--- config.mk ---
export PLATFORM = sky130hd
export DESIGN_NAME = base_area_memory_decoder
export DESIGN_NICKNAME = d
export VERILOG_FILES = /design/src/include/base_decoder_pkg.sv /design/src/include/placement_if.sv /design/src/rtl/base_area_memory_decoder.sv /design/src/rtl/placement_latch.sv /design/src/rtl/region_match.sv
export VERILOG_INCLUDE_DIRS = /design/src /design/src/include
export SDC_FILE = /design/constraint.sdc
export NUM_CORES = 1
export LEC_CHECK = 0
export ABC_AREA = 1
export BUFFER_PORTS_ARGS = -buffer_cell sky130_fd_sc_hd__buf_4
export CAP_MARGIN = 20
export CORE_ASPECT_RATIO = 1.4
export CORE_MARGIN = 1.5
export CORE_UTILIZATION = 48
export DETAILED_ROUTE_END_ITERATION = 10
export PLACE_DENSITY = 0.94
export REMOVE_ABC_BUFFERS = 1
export SYNTH_ARGS = -nofsm -noshare
export SYNTH_HDL_FRONTEND = slang
export SYNTH_SLANG_ARGS = --single-unit
--- constraint.sdc ---
create_clock -name clk -period 4.14 [get_ports clk]
set_input_delay 0.207 -clock clk [delete_from_list [all_inputs] [get_ports clk]]
set_output_delay 0.207 -clock clk [all_outputs]
set_load 0.01 [all_outputs]
--- src/include/base_decoder_defines.svh ---
`ifndef BASE_DECODER_DEFINES_SVH
`define BASE_DECODER_DEFINES_SVH

`define VEC_LO          16'h0000
`define VEC_HI          16'h003f
`define VEC_BRK_IDX     5'h1f
`define VEC_TRAP_IDX    5'h1e
`define VEC_NMI_IDX     5'h01
`define TCALL_BASE      20'h00040
`define DCALL_BASE      20'h00800
`define DCALL_HI        20'h00fff
`define FAST_RAM_LO     16'hfd00
`define FAST_RAM_HI     16'hfeff
`define PERIPHERAL_RAM_LO         16'hdf00
`define PERIPHERAL_RAM_HI         16'hfcff
`define SFR_LO          16'hff00
`define SFR_HI          16'hffff
`define EXT_SFR_LO      16'hffd0
`define EXT_SFR_HI      16'hffdf
`define SHORT_LO        16'hfd20
`define SHORT_HI        16'hfeff
`define GPREG_LO        16'hfe80
`define GPREG_HI        16'hfeff
`define MACRO_LO        16'hfe06
`define MACRO_HI        16'hfe3b
`define LOW_PAGE        4'h0
`define HIGH_PAGE       4'hf
`define ROM_END         20'h20000
`define FETCH_CLOCKS    2
`define FETCH_BYTES     2
`endif

--- src/include/base_decoder_pkg.sv ---
package base_decoder_pkg;
    typedef enum logic [2:0] {
        TGT_ROM        = 3'b000,
        TGT_FAST_RAM   = 3'b001,
        TGT_PERIPH_RAM = 3'b010,
        TGT_SFR        = 3'b011,
        TGT_EXT_SFR    = 3'b100,
        TGT_EXTERNAL   = 3'b101
    } target_e;

    typedef enum logic [1:0] {
        CALL_VECTOR = 2'b00,
        CALL_TABLE  = 2'b01,
        CALL_DIRECT = 2'b10
    } call_kind_e;
endpackage

--- src/include/placement_if.sv ---
`timescale 1ns/1ps
interface placement_if;
    logic selected;
    logic high;
    modport owner (output selected, output high);
    modport user  (input selected, input high);
endinterface

--- src/rtl/base_area_memory_decoder.sv ---
`timescale 1ns/1ps
`include "base_decoder_defines.svh"
module base_area_memory_decoder (
    input  wire logic                         clk,
    input  wire logic                         reset,
    input  wire logic                         acc_valid,
    input  wire logic [19:0]                  acc_addr,
    input  wire logic                         acc_fetch,
    input  wire logic                         sfr_present,
    input  wire logic                         mem_expansion_en,
    input  wire logic                         place_valid,
    input  wire logic                         place_high,
    input  wire logic                         call_valid,
    input  wire base_decoder_pkg::call_kind_e call_kind,
    input  wire logic [10:0]                  call_index,
    input  wire logic                         context_switch,
    input  wire logic                         entry_valid,
    input  wire logic [15:0]                  entry_data,
    output logic                              dec_valid,
    output base_decoder_pkg::target_e         dec_target,
    output logic [15:0]                       dec_offset,
    output logic                              dec_short_direct,
    output logic                              dec_reg_bank_area,
    output logic                              dec_macro_area,
    output logic                              dec_fast_fetch,
    output logic                              fetch_fault,
    output logic                              deadlock,
    output logic                              placed,
    output logic                              placed_high,
    output logic                              entry_addr_valid,
    output logic [19:0]                       entry_addr,
    output logic                              branch_valid,
    output logic [19:0]                       branch_addr,
    output logic                              bank_valid,
    output logic [2:0]                        bank_num
);
    import base_decoder_pkg::*;

    ////////////////////////////////////////////////////////////////////////
    // Placement
    placement_if pl ();

    placement_latch u_place (
        .clk         (clk),
        .reset       (reset),
        .place_valid (place_valid),
        .place_high  (place_high),
        .pl          (pl)
    );

    ////////////////////////////////////////////////////////////////////////
    // Region decode on the low 16 bits
    localparam int NREG = 7;
    localparam int R_FAST = 0;
    localparam int R_PERIPHERAL_RAM = 1;
    localparam int R_SFR = 2;
    localparam int R_XSFR = 3;
    localparam int R_SHORT = 4;
    localparam int R_GPREG = 5;
    localparam int R_MACRO = 6;
    localparam logic [15:0] LO_TAB [NREG] = '{`FAST_RAM_LO, `PERIPHERAL_RAM_LO, `SFR_LO, `EXT_SFR_LO,
                                              `SHORT_LO, `GPREG_LO, `MACRO_LO};
    localparam logic [15:0] HI_TAB [NREG] = '{`FAST_RAM_HI, `PERIPHERAL_RAM_HI, `SFR_HI, `EXT_SFR_HI,
                                              `SHORT_HI, `GPREG_HI, `MACRO_HI};

    wire logic [15:0]     low16 = acc_addr[15:0];
    wire logic [NREG-1:0] hit;

    genvar g;
    generate
        for (g = 0; g < NREG; g++) begin : g_region
            region_match #(
                .LO (LO_TAB[g]),
                .HI (HI_TAB[g])
            ) u_match (
                .addr (low16),
                .hit  (hit[g])
            );
        end
    endgenerate

    // Unselected placement maps no internal data area at all
    wire logic page_ok       = pl.high ? (acc_addr[19:16] == `HIGH_PAGE)
                                       : (acc_addr[19:16] == `LOW_PAGE);
    wire logic in_window     = pl.selected && page_ok;
    wire logic internal_hit  = in_window && (hit[R_FAST] || hit[R_PERIPHERAL_RAM] || hit[R_SFR]);
    wire logic ext_sfr_sel   = in_window && hit[R_XSFR] && mem_expansion_en;
    wire logic sfr_sel       = in_window && hit[R_SFR] && !ext_sfr_sel;
    wire logic unimpl_sfr    = sfr_sel && !sfr_present;
    wire logic rom_sel       = acc_addr < `ROM_END;
    wire logic take_acc      = acc_valid && !deadlock;

    // Internal area checked first so it shadows ROM and external space
    wire target_e target_next = ext_sfr_sel                    ? TGT_EXT_SFR
                              : sfr_sel                        ? TGT_SFR
                              : (in_window && hit[R_FAST])     ? TGT_FAST_RAM
                              : (in_window && hit[R_PERIPHERAL_RAM])     ? TGT_PERIPH_RAM
                              : rom_sel                        ? TGT_ROM
                              :                                  TGT_EXTERNAL;
    wire logic short_next     = in_window && hit[R_SHORT];
    wire logic gpreg_next     = in_window && hit[R_GPREG];
    wire logic macro_next     = in_window && hit[R_MACRO];
    // Fast RAM and SFR fetches are flagged, not blocked: the core owns recovery
    wire logic fault_next     = acc_fetch && in_window && (hit[R_FAST] || hit[R_SFR]);
    wire logic fast_fetch_nx  = acc_fetch && in_window && hit[R_PERIPHERAL_RAM];
    wire logic [15:0] offset_next = internal_hit ? low16 : 16'h0000;

    ////////////////////////////////////////////////////////////////////////
    // Access answer, one cycle after the request
    always_ff @(posedge clk or posedge reset) begin
        if (reset) begin
            dec_valid         <= 1'b0;
            dec_target        <= TGT_ROM;
            dec_offset        <= 16'h0000;
            dec_short_direct  <= 1'b0;
            dec_reg_bank_area <= 1'b0;
            dec_macro_area    <= 1'b0;
            dec_fast_fetch    <= 1'b0;
            fetch_fault       <= 1'b0;
        end else begin
            dec_valid         <= take_acc && !unimpl_sfr;
            dec_target        <= target_next;
            dec_offset        <= offset_next;
            dec_short_direct  <= take_acc && short_next;
            dec_reg_bank_area <= take_acc && gpreg_next;
            dec_macro_area    <= take_acc && macro_next;
            dec_fast_fetch    <= take_acc && fast_fetch_nx;
            fetch_fault       <= take_acc && fault_next;
        end
    end

    // Sticky lock; no bus answer can release it
    always_ff @(posedge clk or posedge reset) begin
        if (reset) begin
            deadlock <= 1'b0;
        end else if (take_acc && unimpl_sfr) begin
            deadlock <= 1'b1;
        end
    end

    always_ff @(posedge clk or posedge reset) begin
        if (reset) begin
            placed      <= 1'b0;
            placed_high <= 1'b0;
        end else begin
            placed      <= pl.selected;
            placed_high <= pl.high;
        end
    end

    ////////////////////////////////////////////////////////////////////////
    // Vector, table call and direct call addressing
    logic pend_reg;
    logic bank_mode_reg;

    wire logic        take_call   = call_valid && !pend_reg;
    wire logic        need_entry  = take_call && (call_kind != CALL_DIRECT);
    wire logic [19:0] vec_loc     = {14'h0000, call_index[4:0], 1'b0};
    wire logic [19:0] tcall_loc   = `TCALL_BASE | {14'h0000, call_index[4:0], 1'b0};
    wire logic [19:0] dcall_tgt   = `DCALL_BASE | {9'h000, call_index};
    wire logic [19:0] loc_next    = (call_kind == CALL_VECTOR) ? vec_loc : tcall_loc;
    wire logic        take_entry  = entry_valid && pend_reg;

    always_ff @(posedge clk or posedge reset) begin
        if (reset) begin
            pend_reg      <= 1'b0;
            bank_mode_reg <= 1'b0;
        end else if (need_entry) begin
            pend_reg      <= 1'b1;
            bank_mode_reg <= (call_kind == CALL_VECTOR) && context_switch;
        end else if (take_entry) begin
            pend_reg      <= 1'b0;
            bank_mode_reg <= 1'b0;
        end
    end

    always_ff @(posedge clk or posedge reset) begin
        if (reset) begin
            entry_addr_valid <= 1'b0;
            entry_addr       <= 20'h00000;
        end else begin
            entry_addr_valid <= need_entry;
            entry_addr       <= need_entry ? loc_next : entry_addr;
        end
    end

    // Only 16 bits come from the table, so the page is always the base area
    always_ff @(posedge clk or posedge reset) begin
        if (reset) begin
            branch_valid <= 1'b0;
            branch_addr  <= 20'h00000;
            bank_valid   <= 1'b0;
            bank_num     <= 3'h0;
        end else begin
            branch_valid <= (take_call && (call_kind == CALL_DIRECT)) ||
                            (take_entry && !bank_mode_reg);
            bank_valid   <= take_entry && bank_mode_reg;
            if (take_call && (call_kind == CALL_DIRECT)) begin
                branch_addr <= dcall_tgt;
            end else if (take_entry && !bank_mode_reg) begin
                branch_addr <= {4'h0, entry_data};
            end
            if (take_entry && bank_mode_reg) begin
                bank_num <= entry_data[2:0];
            end
        end
    end
endmodule

--- src/rtl/placement_latch.sv ---
`timescale 1ns/1ps
module placement_latch (
    input  wire logic   clk,
    input  wire logic   reset,
    input  wire logic   place_valid,
    input  wire logic   place_high,
    placement_if.owner  pl
);
    logic selected_reg;
    logic high_reg;

    // One-time register; only reset reopens it
    always_ff @(posedge clk or posedge reset) begin
        if (reset) begin
            selected_reg <= 1'b0;
            high_reg     <= 1'b0;
        end else if (place_valid && !selected_reg) begin
            selected_reg <= 1'b1;
            high_reg     <= place_high;
        end
    end

    assign pl.selected = selected_reg;
    assign pl.high     = high_reg;
endmodule

--- src/rtl/region_match.sv ---
`timescale 1ns/1ps
module region_match #(
    parameter logic [15:0] LO = 16'h0000,
    parameter logic [15:0] HI = 16'hffff
) (
    input  wire logic [15:0] addr,
    output wire logic        hit
);
    assign hit = (addr >= LO) && (addr <= HI);
endmodule

==> impl_metrics.env, run 1 <==
export IMPL_slew_viol_final=0
export IMPL_first_pass_iters=4
export IMPL_cts_resized=0
export IMPL_ff2ff_setup_slack_ns=2.76
export IMPL_grt_max_degree=61
export IMPL_worstPathArrival_ns=1.60
export IMPL_io_pins=134
export IMPL_ctsHoldBuffers=0
export IMPL_cp_required_ns=4.36
export IMPL_synth_cells=286
export IMPL_dp_hpwl_um=4930
export IMPL_via_per_inst=4.84
export IMPL_antenna_found_initial=0
export IMPL_fmax_mhz=724
export IMPL_synthTopCellsByCount="nand2_1 (63), dfrtp_1 (60), inv_1 (38)"
export IMPL_ys_ff_latch=60
export IMPL_avgSynthCellArea_um2=9.08
export IMPL_synth_most_common_cell="nand2_1"
export IMPL_synthToLayoutAreaGrowth_pct=40.0
export IMPL_tightest_slew_ns=0.735
export IMPL_p_per_area_nw_per_um2=424
export IMPL_skew_ns=0.00711
export IMPL_clockBufferDepth=2
export IMPL_placementRows=31
export IMPL_vias=2325
export IMPL_post_cts_setup_buffer_count=0
export IMPL_whs_ns=0.0876
export IMPL_slew_headroom_pct=51.0
export IMPL_drc_errors=0
export IMPL_endpoint_kind="flop"
export IMPL_numCtsBuffers=9
export IMPL_grtUsageTotal_pct=22.2
export IMPL_start_util_pct=50.0
export IMPL_r2r_cells=6
export IMPL_outcome="complete, no violations"
export IMPL_ant_nets=0
export IMPL_top_regs="branch_addr (16), dec_offset (16), entry_addr (6)"
export IMPL_yosysUniqueCellTypes=24
export IMPL_die_area_um2=5870
export IMPL_gp_congestion=0.808
export IMPL_leakage_uw=0.00199
export IMPL_slowest_delay_ns=0.37
export IMPL_yosysWarnings=0
export IMPL_slowest_stage="dfrtp_1"
export IMPL_grt_setup_unrepaired="false"
export IMPL_fin_tns_setup_ns=0
export IMPL_clock_latency_ns=0.33
export IMPL_nets=469
export IMPL_clkSinkCount=60
export IMPL_first_global_vias=2203
export IMPL_port_buffers=115
export IMPL_crit_fanout=12
export IMPL_cts_root_buffer="clkbuf_8"
export IMPL_worst_setup_path_start_kind="flop"
export IMPL_synth_top_area_share_pct=57.8
export IMPL_peakVddDrop_mv=0.237
export IMPL_die_width_um=65.2
export IMPL_grt_pass1_wl_um=9940
export IMPL_yosysSeqAreaShare_pct=57.8
export IMPL_drive_gt1_share_pct=36.5
export IMPL_drv_cap=0
export IMPL_period_minus_slack_ns=1.38
export IMPL_wirelength_um=6330
export IMPL_clk_pin_slew_ns=0.07
export IMPL_drt_iter0_markers=176
export IMPL_htreeDepth=3
export IMPL_crit_chain="inv_1 > nand2_2 > nor2_4 > inv_1 > o22ai_1 > nor2_1"
export IMPL_synth_area_um2=2600
export IMPL_grt_overflow=0
export IMPL_synth_edf_count=0
export IMPL_synth_top_area_cell="dfrtp_1"
export IMPL_die_h_um=90.0
export IMPL_ys_flop_type="dfrtp_1"
export IMPL_cts_tree="yes"
export IMPL_hold_violations=0
export IMPL_n_antenna_cell=0
export IMPL_wl_per_cell_um=13.2
export IMPL_async_reset_ff_share_pct=100
export IMPL_period_share_pct=33.3
export IMPL_core_um2=5200
export IMPL_synthTopCellsByArea="dfrtp_1 (58%), nand2_1 (9.1%), inv_1 (5.5%), buf_4 (5.2%), nor2_1 (4.9%)"
export IMPL_setup_viol=0
export IMPL_hp_class="in2async"
export IMPL_worstSetupPathType="reg2reg"
export IMPL_cp_common_cell="inv_1"
area by class of cell:
| type | instances | area (um2) |
|---|---|---|
| Clock buffer | 11 | 131 |
| Sequential cell | 60 | 1500 |
| Timing Repair Buffer | 116 | 871 |
| Tap cell | 66 | 82.6 |
| Clock inverter | 5 | 52.6 |
| Multi-Input combinational cell | 182 | 847 |
| Inverter | 40 | 150 |
| Fill cell | 407 | 1560 |
layout by cell type, fill, tap and decap left out:
master	instances
o21ai_2	1
dfrtp_1	60
inv_1	37
o22ai_1	5
clkbuf_1	2
nand4_1	3
nand3_2	1
conb_1	18
nand3b_1	1
inv_2	3
nand2_1	63
a22o_1	4
clkinv_2	3
buf_4	116
nor4_1	1
nor2_4	4
nor3_1	2
bufinv_16	1
clkinvlp_4	1
nor2_1	34
nand2_2	1
nor2_2	11
o21ai_0	12
a21oi_1	12
o31ai_1	1
nand3_1	8
clkbuf_8	9
logic make-up after synthesis:
family                 share of synthesized area, %
other                                         0.144
AND/OR/NAND/NOR                                22.2
AO/OA/AOI/OAI                                  7.80
buffers and inverters                          12.0
flip-flops                                     57.8
metal layers:
metal | GRT usage [%] | vias to the layer above | part of all wire, %
met4 | 9.38 | 0 | 1.7
met3 | 6.38 | 15 | 10
met2 | 39.6 | 144 | 53
met5 | 0 | - | 0
li1 | - | 1099 | -
met1 | 23.8 | 1067 | 35
path summary, 6_finish.rpt:
kind / from / to
max: pend_reg / branch_addr[3]
min: reset / bank_mode_reg
min reg2reg: u_place.pl.selected / placed
max in group asynchronous: reset / placed_high
max reg2reg: pend_reg / branch_addr[3]
min in group clk: call_index[4] / entry_addr[5]
worst max-delay path: cells and delay by family (launching register included):
| kind | cells | cell delay (ns) |
|---|---|---|
| compound gates | 1 | 0.22 |
| flops | 1 | 0.37 |
| simple gates | 3 | 0.39 |
| buf+inv | 2 | 0.29 |
report_power, final:
group	internal, uW	total [uW]	switching, uW
Combinational	171	348	176
Sequential	663	706	43.5
Clock	275	488	213
Total	1110	1540	433
per-stage QoR:
step	setup slack, ns	power [uW]	utilization, %	cells	instance area (um2)
2_1_floorplan	2.45	860	-	282	2500
3_3_place_gp	2.85	1040	66.4	464	3450
3_5_place_dp	2.78	1060	66.4	464	3450
4_1_cts	2.76	1550	70.0	480	3640
5_1_grt	2.63	1620	70.0	480	3640
6_report	2.76	1540	70.0	480	3640
Note: power is estimated with default switching activity, not from simulation.
==> run 2: changes to the inputs <==
--- a/config.mk
+++ b/config.mk
@@ -6,14 +6,14 @@
 export SDC_FILE = /design/constraint.sdc
 export NUM_CORES = 1
 export LEC_CHECK = 0
-export ABC_AREA = 1
+export ABC_AREA = 0
 export BUFFER_PORTS_ARGS = -buffer_cell sky130_fd_sc_hd__buf_4
 export CAP_MARGIN = 20
 export CORE_ASPECT_RATIO = 1.4
 export CORE_MARGIN = 1.5
-export CORE_UTILIZATION = 48
+export CORE_UTILIZATION = 45
 export DETAILED_ROUTE_END_ITERATION = 10
-export PLACE_DENSITY = 0.94
+export PLACE_DENSITY = 0.89
 export REMOVE_ABC_BUFFERS = 1
 export SYNTH_ARGS = -nofsm -noshare
 export SYNTH_HDL_FRONTEND = slang
==> constraint.sdc (replaced) <==
create_clock -name clk -period 1.42 [get_ports clk]
set_input_delay 0.071 -clock clk [delete_from_list [all_inputs] [get_ports clk]]
set_output_delay 0.071 -clock clk [all_outputs]
set_load 0.01 [all_outputs]
==> impl_metrics.env, run 2 <==
export IMPL_grt_pass1_wl_um=11700
export IMPL_die_area_um2=6280
export IMPL_dp_slack_ns=0.0187
export IMPL_grt_max_degree=30
export IMPL_placed_cell_area_um2=3540
export IMPL_p_per_area_nw_per_um2=1150
export IMPL_hold_start="entry_data[5]"
export IMPL_core_um2=5570
export IMPL_drc_errors=0
export IMPL_synth_edf_count=0
export IMPL_layout_commonest_cell="buf_4"
export IMPL_hp_class="in2reg"
export IMPL_r2r_cells=4
export IMPL_worstSetupPathType="reg2reg"
export IMPL_gp_congestion=0.777
export IMPL_peakVddDrop_mv=0.667
export IMPL_ff2ff_setup_slack_ns=0.03
export IMPL_first_global_vias=2434
export IMPL_clkSinkCount=60
export IMPL_leakage_uw=0.00204
export IMPL_avgSynthCellArea_um2=11.2
export IMPL_yosysUniqueCellTypes=44
export IMPL_start_util_pct=46.9
export IMPL_period_share_pct=97.6
export IMPL_clockBufferDepth=2
export IMPL_synth_area_um2=2610
export IMPL_io_pins=134
export IMPL_synth_top_area_cell="dfrtp_1"
export IMPL_crit_fanout=4
export IMPL_synth_cells=233
export IMPL_numCtsBuffers=9
export IMPL_switchingPower_uw=1320
export IMPL_fmax_mhz=722
export IMPL_slew_viol_final=0
export IMPL_drive_gt1_share_pct=46.3
export IMPL_wl_per_cell_um=16.5
export IMPL_skew_ns=0.00583
export IMPL_ant_nets=0
export IMPL_critPathCapture="bank_mode_reg"
export IMPL_p_int_uw=3400
export IMPL_antenna_found_initial=0
export IMPL_yosysSeqAreaShare_pct=57.5
export IMPL_htreeDepth=3
export IMPL_placementRows=32
export IMPL_drv_cap=0
export IMPL_cts_root_buffer="clkbuf_8"
export IMPL_grt_overflow=0
export IMPL_synthToLayoutAreaGrowth_pct=56.9
export IMPL_ys_ff_latch=60
export IMPL_clock_latency_ns=0.33
export IMPL_nets=453
export IMPL_drt_iter0_markers=79
export IMPL_hold_violations=0
export IMPL_r2r_end="bank_mode_reg"
export IMPL_final_cell_mix="buf_4 (122), dfrtp_1 (59), dlygate4sd3_1 (32)"
export IMPL_p_total_uw=4720
export IMPL_synth_most_common_cell="dfrtp_1"
export IMPL_pwr_share_comb_pct=25.3
export IMPL_setup_viol=0
export IMPL_cts_tree="yes"
export IMPL_ys_flop_type="dfrtp_1"
export IMPL_crit_start="pend_reg"
export IMPL_first_pass_iters=4
export IMPL_worstPathArrival_ns=1.64
export IMPL_die_h_um=93.1
export IMPL_dp_hpwl_um=5050
export IMPL_fin_cells=465
export IMPL_clk_pin_slew_ns=0.06
export IMPL_die_width_um=67.4
export IMPL_via_per_inst=5.06
export IMPL_pwr_share_clk_pct=30.5
export IMPL_grtUsageTotal_pct=25.8
export IMPL_outcome="complete, no violations"
export IMPL_synthTopCellsByCount="dfrtp_1 (60), nand2_1 (30), nor2_1 (20)"
export IMPL_yosysWarnings=0
export IMPL_seq_power_share_pct=44.2
export IMPL_dpl_cell_count=416
export IMPL_synth_top_area_share_pct=57.5
export IMPL_whs_ns=0.0207
export IMPL_synthTopCellsByArea="dfrtp_1 (57%), buf_4 (5.2%), nand2_1 (4.3%), mux2_2 (3.9%), and3_2 (3.4%)"
export IMPL_n_antenna_cell=0
export IMPL_period_minus_slack_ns=1.39
export IMPL_setup_slack_ns=0.0342
export IMPL_timing_rr_start="pend_reg"
export IMPL_cp_required_ns=1.68
export IMPL_top_regs="branch_addr (16), dec_offset (16), entry_addr (6)"
export IMPL_slew_headroom_pct=56.1
export IMPL_final_area_um2=4100
export IMPL_endpoint_kind="flop"
export IMPL_async_reset_ff_share_pct=100
export IMPL_vias=2353
export IMPL_port_buffers=115
export IMPL_wirelength_um=7690
export IMPL_worst_setup_path_start_kind="flop"
export IMPL_swShare_pct=27.9
export IMPL_tightest_slew_ns=0.642
## run 2: changes by cell type in the layout (fill, tap and decap cells not counted), moves of 11 or more
| cell | delta |
|---|---|
| inv_1 | -32 |
| nor2_1 | -14 |
| o21ai_0 | -11 |
| and3_2 | +12 |
| nand2_1 | -35 |
| dlygate4sd3_1 | +32 |
## run 2: per-stage QoR
stage | util (%) | TNS, ns
after floorplan | - | -8.14
after global placement | 63.6 | 0
after detailed placement | 63.6 | 0
after CTS | 72.7 | 0
after global routing | 73.6 | -0.000460
final | 73.6 | 0
## run 2: worst min-delay path by stage
stage                     cells after the start  slack [ns]             end
after floorplan                               1        0.17        pend_reg
after global placement                        2        0.15  dec_fast_fetch
after detailed placement                      2        0.17  dec_fast_fetch
after CTS                                     3      0.0007  branch_addr[8]
after global routing                          2        0.01   dec_offset[3]
final                                         3        0.02  branch_addr[5]
## run 2: power by group through the flow
| stage | Combinational [uW] | Sequential, uW | Clock, uW |
|---|---|---|---|
| 6_report | 1190 | 2090 | 1440 |
| 3_3_place_gp | 1070 | 2100 | 0 |
| 4_1_cts | 1180 | 2080 | 1460 |
| 5_1_grt | 1290 | 2110 | 1550 |
| 2_1_floorplan | 359 | 2200 | 0 |
| 3_5_place_dp | 1110 | 2110 | 0 |
## run 2: cells by family after synthesis
group | after synthesis | share of synthesized area [%]
AO/OA/AOI/OAI | 31 | 8.96
buffers and inverters | 31 | 7.86
flip-flops | 60 | 57.5
other | 1 | 0.144
multiplexers | 9 | 3.88
AND/OR/NAND/NOR | 101 | 21.7
## run 2: area by class of cell
type,instances,area (um2)
Tap cell,68,85.1
Sequential cell,60,1500
Clock buffer,14,183
Clock inverter,1,5.00
Multi-Input combinational cell,159,1000
Inverter,6,22.5
Timing Repair Buffer,157,1300
Fill cell,360,1470
## run 2: repair_timing
action	in CTS	in global routing
endpoints found under the hold margin	52	0
hold buffers	32	0
gates resized for setup	0	11
setup buffers	0	2
endpoints found under the setup margin	0	33
## run 2: worst max-delay path: stages (launching register included)
cell	delay (ns)
dfrtp_1	0.40
inv_1	0.09
nand2_2	0.09
or4b_2	0.65
o21ai_2	0.08
## run 2: routing by layer
layer | share of wire (%) | global-route usage [%] | up-vias
met5 | 0 | 0 | -
met4 | 1.5 | 9.69 | 0
met3 | 7.4 | 9.39 | 12
met2 | 56 | 46.6 | 106
met1 | 35 | 26.3 | 1145
li1 | - | - | 1090
==> run 3: changes to the inputs <==
--- a/config.mk
+++ b/config.mk
@@ -11,10 +11,11 @@
 export CAP_MARGIN = 20
 export CORE_ASPECT_RATIO = 1.4
 export CORE_MARGIN = 1.5
-export CORE_UTILIZATION = 45
+export CORE_UTILIZATION = 47
 export DETAILED_ROUTE_END_ITERATION = 10
-export PLACE_DENSITY = 0.89
+export PLACE_DENSITY = 0.91
 export REMOVE_ABC_BUFFERS = 1
 export SYNTH_ARGS = -nofsm -noshare
 export SYNTH_HDL_FRONTEND = slang
+export SYNTH_HIERARCHICAL = 1
 export SYNTH_SLANG_ARGS = --single-unit
==> impl_metrics.env, run 3 <==
export IMPL_die_area_um2=6600
export IMPL_async_reset_ff_share_pct=100
export IMPL_fmax_mhz=715
export IMPL_yosysWarnings=6
export IMPL_route_met3_wl_um=697
export IMPL_htreeDepth=3
export IMPL_via_per_inst=5.38
export IMPL_cts_tree="yes"
export IMPL_grt_overflow=0
export IMPL_layout_commonest_cell="buf_4"
export IMPL_die_width_um=69.1
export IMPL_io_pins=134
export IMPL_cp_required_ns=1.64
export IMPL_wl_per_cell_um=16.9
export IMPL_setup_viol=0
export IMPL_drc_errors=0
export IMPL_crit_fanout=15
export IMPL_gp_congestion=0.910
export IMPL_drt_iter0_markers=187
export IMPL_hp_class="in2reg"
export IMPL_worst_setup_path_start_kind="flop"
export IMPL_synth_most_common_cell="dfrtp_1"
export IMPL_skew_ns=0.0101
export IMPL_period_share_pct=98.5
export IMPL_start_util_pct=49.0
export IMPL_slowest_stage="dfrtp_2"
export IMPL_seq_power_share_pct=44.0
export IMPL_ys_flop_type="dfrtp_1"
export IMPL_vias=2600
export IMPL_clock_latency_ns=0.34
export IMPL_p_per_area_nw_per_um2=1120
export IMPL_first_pass_iters=4
export IMPL_crit_chain="and3b_4 > or3_4 > o221a_2"
export IMPL_avgSynthCellArea_um2=11.3
export IMPL_clockBufferDepth=2
export IMPL_critPathTopFamily="simple AND/OR/NAND/NOR gates"
export IMPL_highest_layer="met4"
export IMPL_ant_nets=0
export IMPL_peakVddDrop_mv=0.564
export IMPL_endpoint_kind="flop"
export IMPL_grt_max_degree=31
export IMPL_placed_cell_area_um2=3820
export IMPL_final_cell_mix="buf_4 (131), dfrtp_1 (59), nand2_1 (29)"
export IMPL_synth_edf_count=0
export IMPL_leakage_uw=0.00211
export IMPL_core_um2=5860
export IMPL_clk_pin_slew_ns=0.07
export IMPL_drv_cap=0
export IMPL_ys_ff_latch=60
export IMPL_antenna_found_initial=0
export IMPL_fin_tns_setup_ns=0
export IMPL_die_h_um=95.5
export IMPL_met2_length_um=4200
export IMPL_cts_root_buffer="clkbuf_8"
export IMPL_switchingPower_uw=1350
export IMPL_wl_met1_um=3050
export IMPL_hold_violations=0
export IMPL_clkSinkCount=60
export IMPL_grt_setup_unrepaired="false"
export IMPL_pwr_share_clk_pct=29.9
export IMPL_numCtsBuffers=9
export IMPL_final_area_um2=4260
export IMPL_synth_cells=254
export IMPL_critPathBufInv=0
export IMPL_n_antenna_cell=0
export IMPL_outcome="complete, no violations"
export IMPL_synthToLayoutAreaGrowth_pct=48.3
export IMPL_top_regs="branch_addr (16), dec_offset (16), entry_addr (6)"
export IMPL_synth_area_um2=2870
export IMPL_period_minus_slack_ns=1.40
export IMPL_synthTopCellsByCount="dfrtp_1 (60), nand2_1 (29), and4b_1 (19)"
export IMPL_yosysSeqAreaShare_pct=52.3
export IMPL_worstSetupPathType="reg2reg"
export IMPL_ff2ff_setup_slack_ns=0.02
export IMPL_drive_gt1_share_pct=42.1
export IMPL_slowest_delay_ns=0.46
export IMPL_synth_top_area_share_pct=52.3
export IMPL_wirelength_um=8160
export IMPL_port_buffers=115
export IMPL_synthTopCellsByArea="dfrtp_1 (52%), and4b_1 (6.6%), buf_4 (4.7%), nand2_1 (3.8%), mux2i_1 (3.1%)"
export IMPL_dp_hpwl_um=5490
export IMPL_p_int_uw=3430
export IMPL_nets=469
export IMPL_synth_top_area_cell="dfrtp_1"
export IMPL_swShare_pct=28.2
export IMPL_grt_pass1_wl_um=12700
export IMPL_worstPathArrival_ns=1.62
export IMPL_placementRows=33
export IMPL_slew_viol_final=0
export IMPL_pwr_share_comb_pct=26.0
export IMPL_grtUsageTotal_pct=24.8
export IMPL_yosysUniqueCellTypes=50
export IMPL_first_global_vias=2548
run 3: cell types whose count changed after synthesis, moves of 3 or more:
cell,delta
o22ai_1,-5
nor3_1,-6
a31oi_1,-6
and4b_1,+19
nor2_1,-16
o21ai_0,+11
or3_1,+4
nand4_1,+8
mux2i_1,+9
clkbuf_1,+3
and3_2,-12
run 3: power groups by stage:
stage / combinational [uW] / sequential (uW) / clock [uW]
floorplan: 377 / 2200 / 0
global placement: 1100 / 2090 / 0
detailed placement: 1140 / 2110 / 0
CTS: 1200 / 2090 / 1450
global route: 1330 / 2130 / 1520
finish: 1240 / 2110 / 1430
run 3: worst paths after layout:
kind                                  from                   to  cells after the start
setup / recovery                  pend_reg       branch_addr[4]                      3
min in group asynchronous            reset  u_place/pl.selected                      3
setup reg to reg                  pend_reg       branch_addr[4]                      3
hold / removal              entry_data[13]      branch_addr[13]                      3
max in group asynchronous            reset             pend_reg                      4
hold reg to reg            u_place/pl.high          placed_high                      0
run 3: worst reg2reg max path, cell delays in order (launching register included):
cell	delay [ns]
dfrtp_2	0.46
and3b_4	0.28
or3_4	0.40
o221a_2	0.14
run 3: logic make-up (layout without fill, tap and decap cells):
| group | Yosys count | in the layout | synth area share [%] |
|---|---|---|---|
| XOR/XNOR | 2 | 2 | 0.610 |
| other | 1 | 18 | 0.131 |
| flip-flops | 60 | 60 | 52.3 |
| multiplexers | 18 | 18 | 6.79 |
| AND/OR/NAND/NOR | 104 | 104 | 24.3 |
| AO/OA/AOI/OAI | 33 | 33 | 7.58 |
| buffers and inverters | 36 | 178 | 8.28 |
run 3: routing by layer:
layer / up-vias / track usage (%)
met5: - / 0
met4: 0 / 11.4
li1: 1199 / -
met2: 148 / 43.4
met3: 19 / 6.55
met1: 1234 / 28.4
run 3: timing repair:
item / 4_1_cts / 5_1_grt
resized for setup: 0 / 4
buffers inserted: 0 / 0
hold buffers: 24 / 0
endpoints found under the hold margin: 86 / 0
setup endpoints to repair: 0 / 8
run 3: layout make-up:
| class | instances | area, um2 |
|---|---|---|
| fill | 398 | 1600 |
| sequential | 60 | 1500 |
| inverter | 7 | 26.3 |
| tap | 70 | 87.6 |
| clock buffer | 14 | 183 |
| multi-input combinational | 175 | 1210 |
| timing repair buffer | 156 | 1240 |
| clock inverter | 1 | 5.00 |
run 3: metrics by stage:
step | setup slack (ns) | hold slack, ns | cells | util (%) | total power, uW
3_3_place_gp | 0.0587 | -0.0580 | 444 | 65.1 | 3190
3_5_place_dp | 0.0237 | -0.0507 | 444 | 65.1 | 3250
6_report | 0.0206 | 0.0112 | 483 | 72.7 | 4780
2_1_floorplan | -0.0790 | -0.188 | 242 | - | 2580
4_1_cts | 0.0235 | 0.00491 | 483 | 72.4 | 4730
5_1_grt | 0.00177 | 0.00346 | 483 | 72.7 | 4970
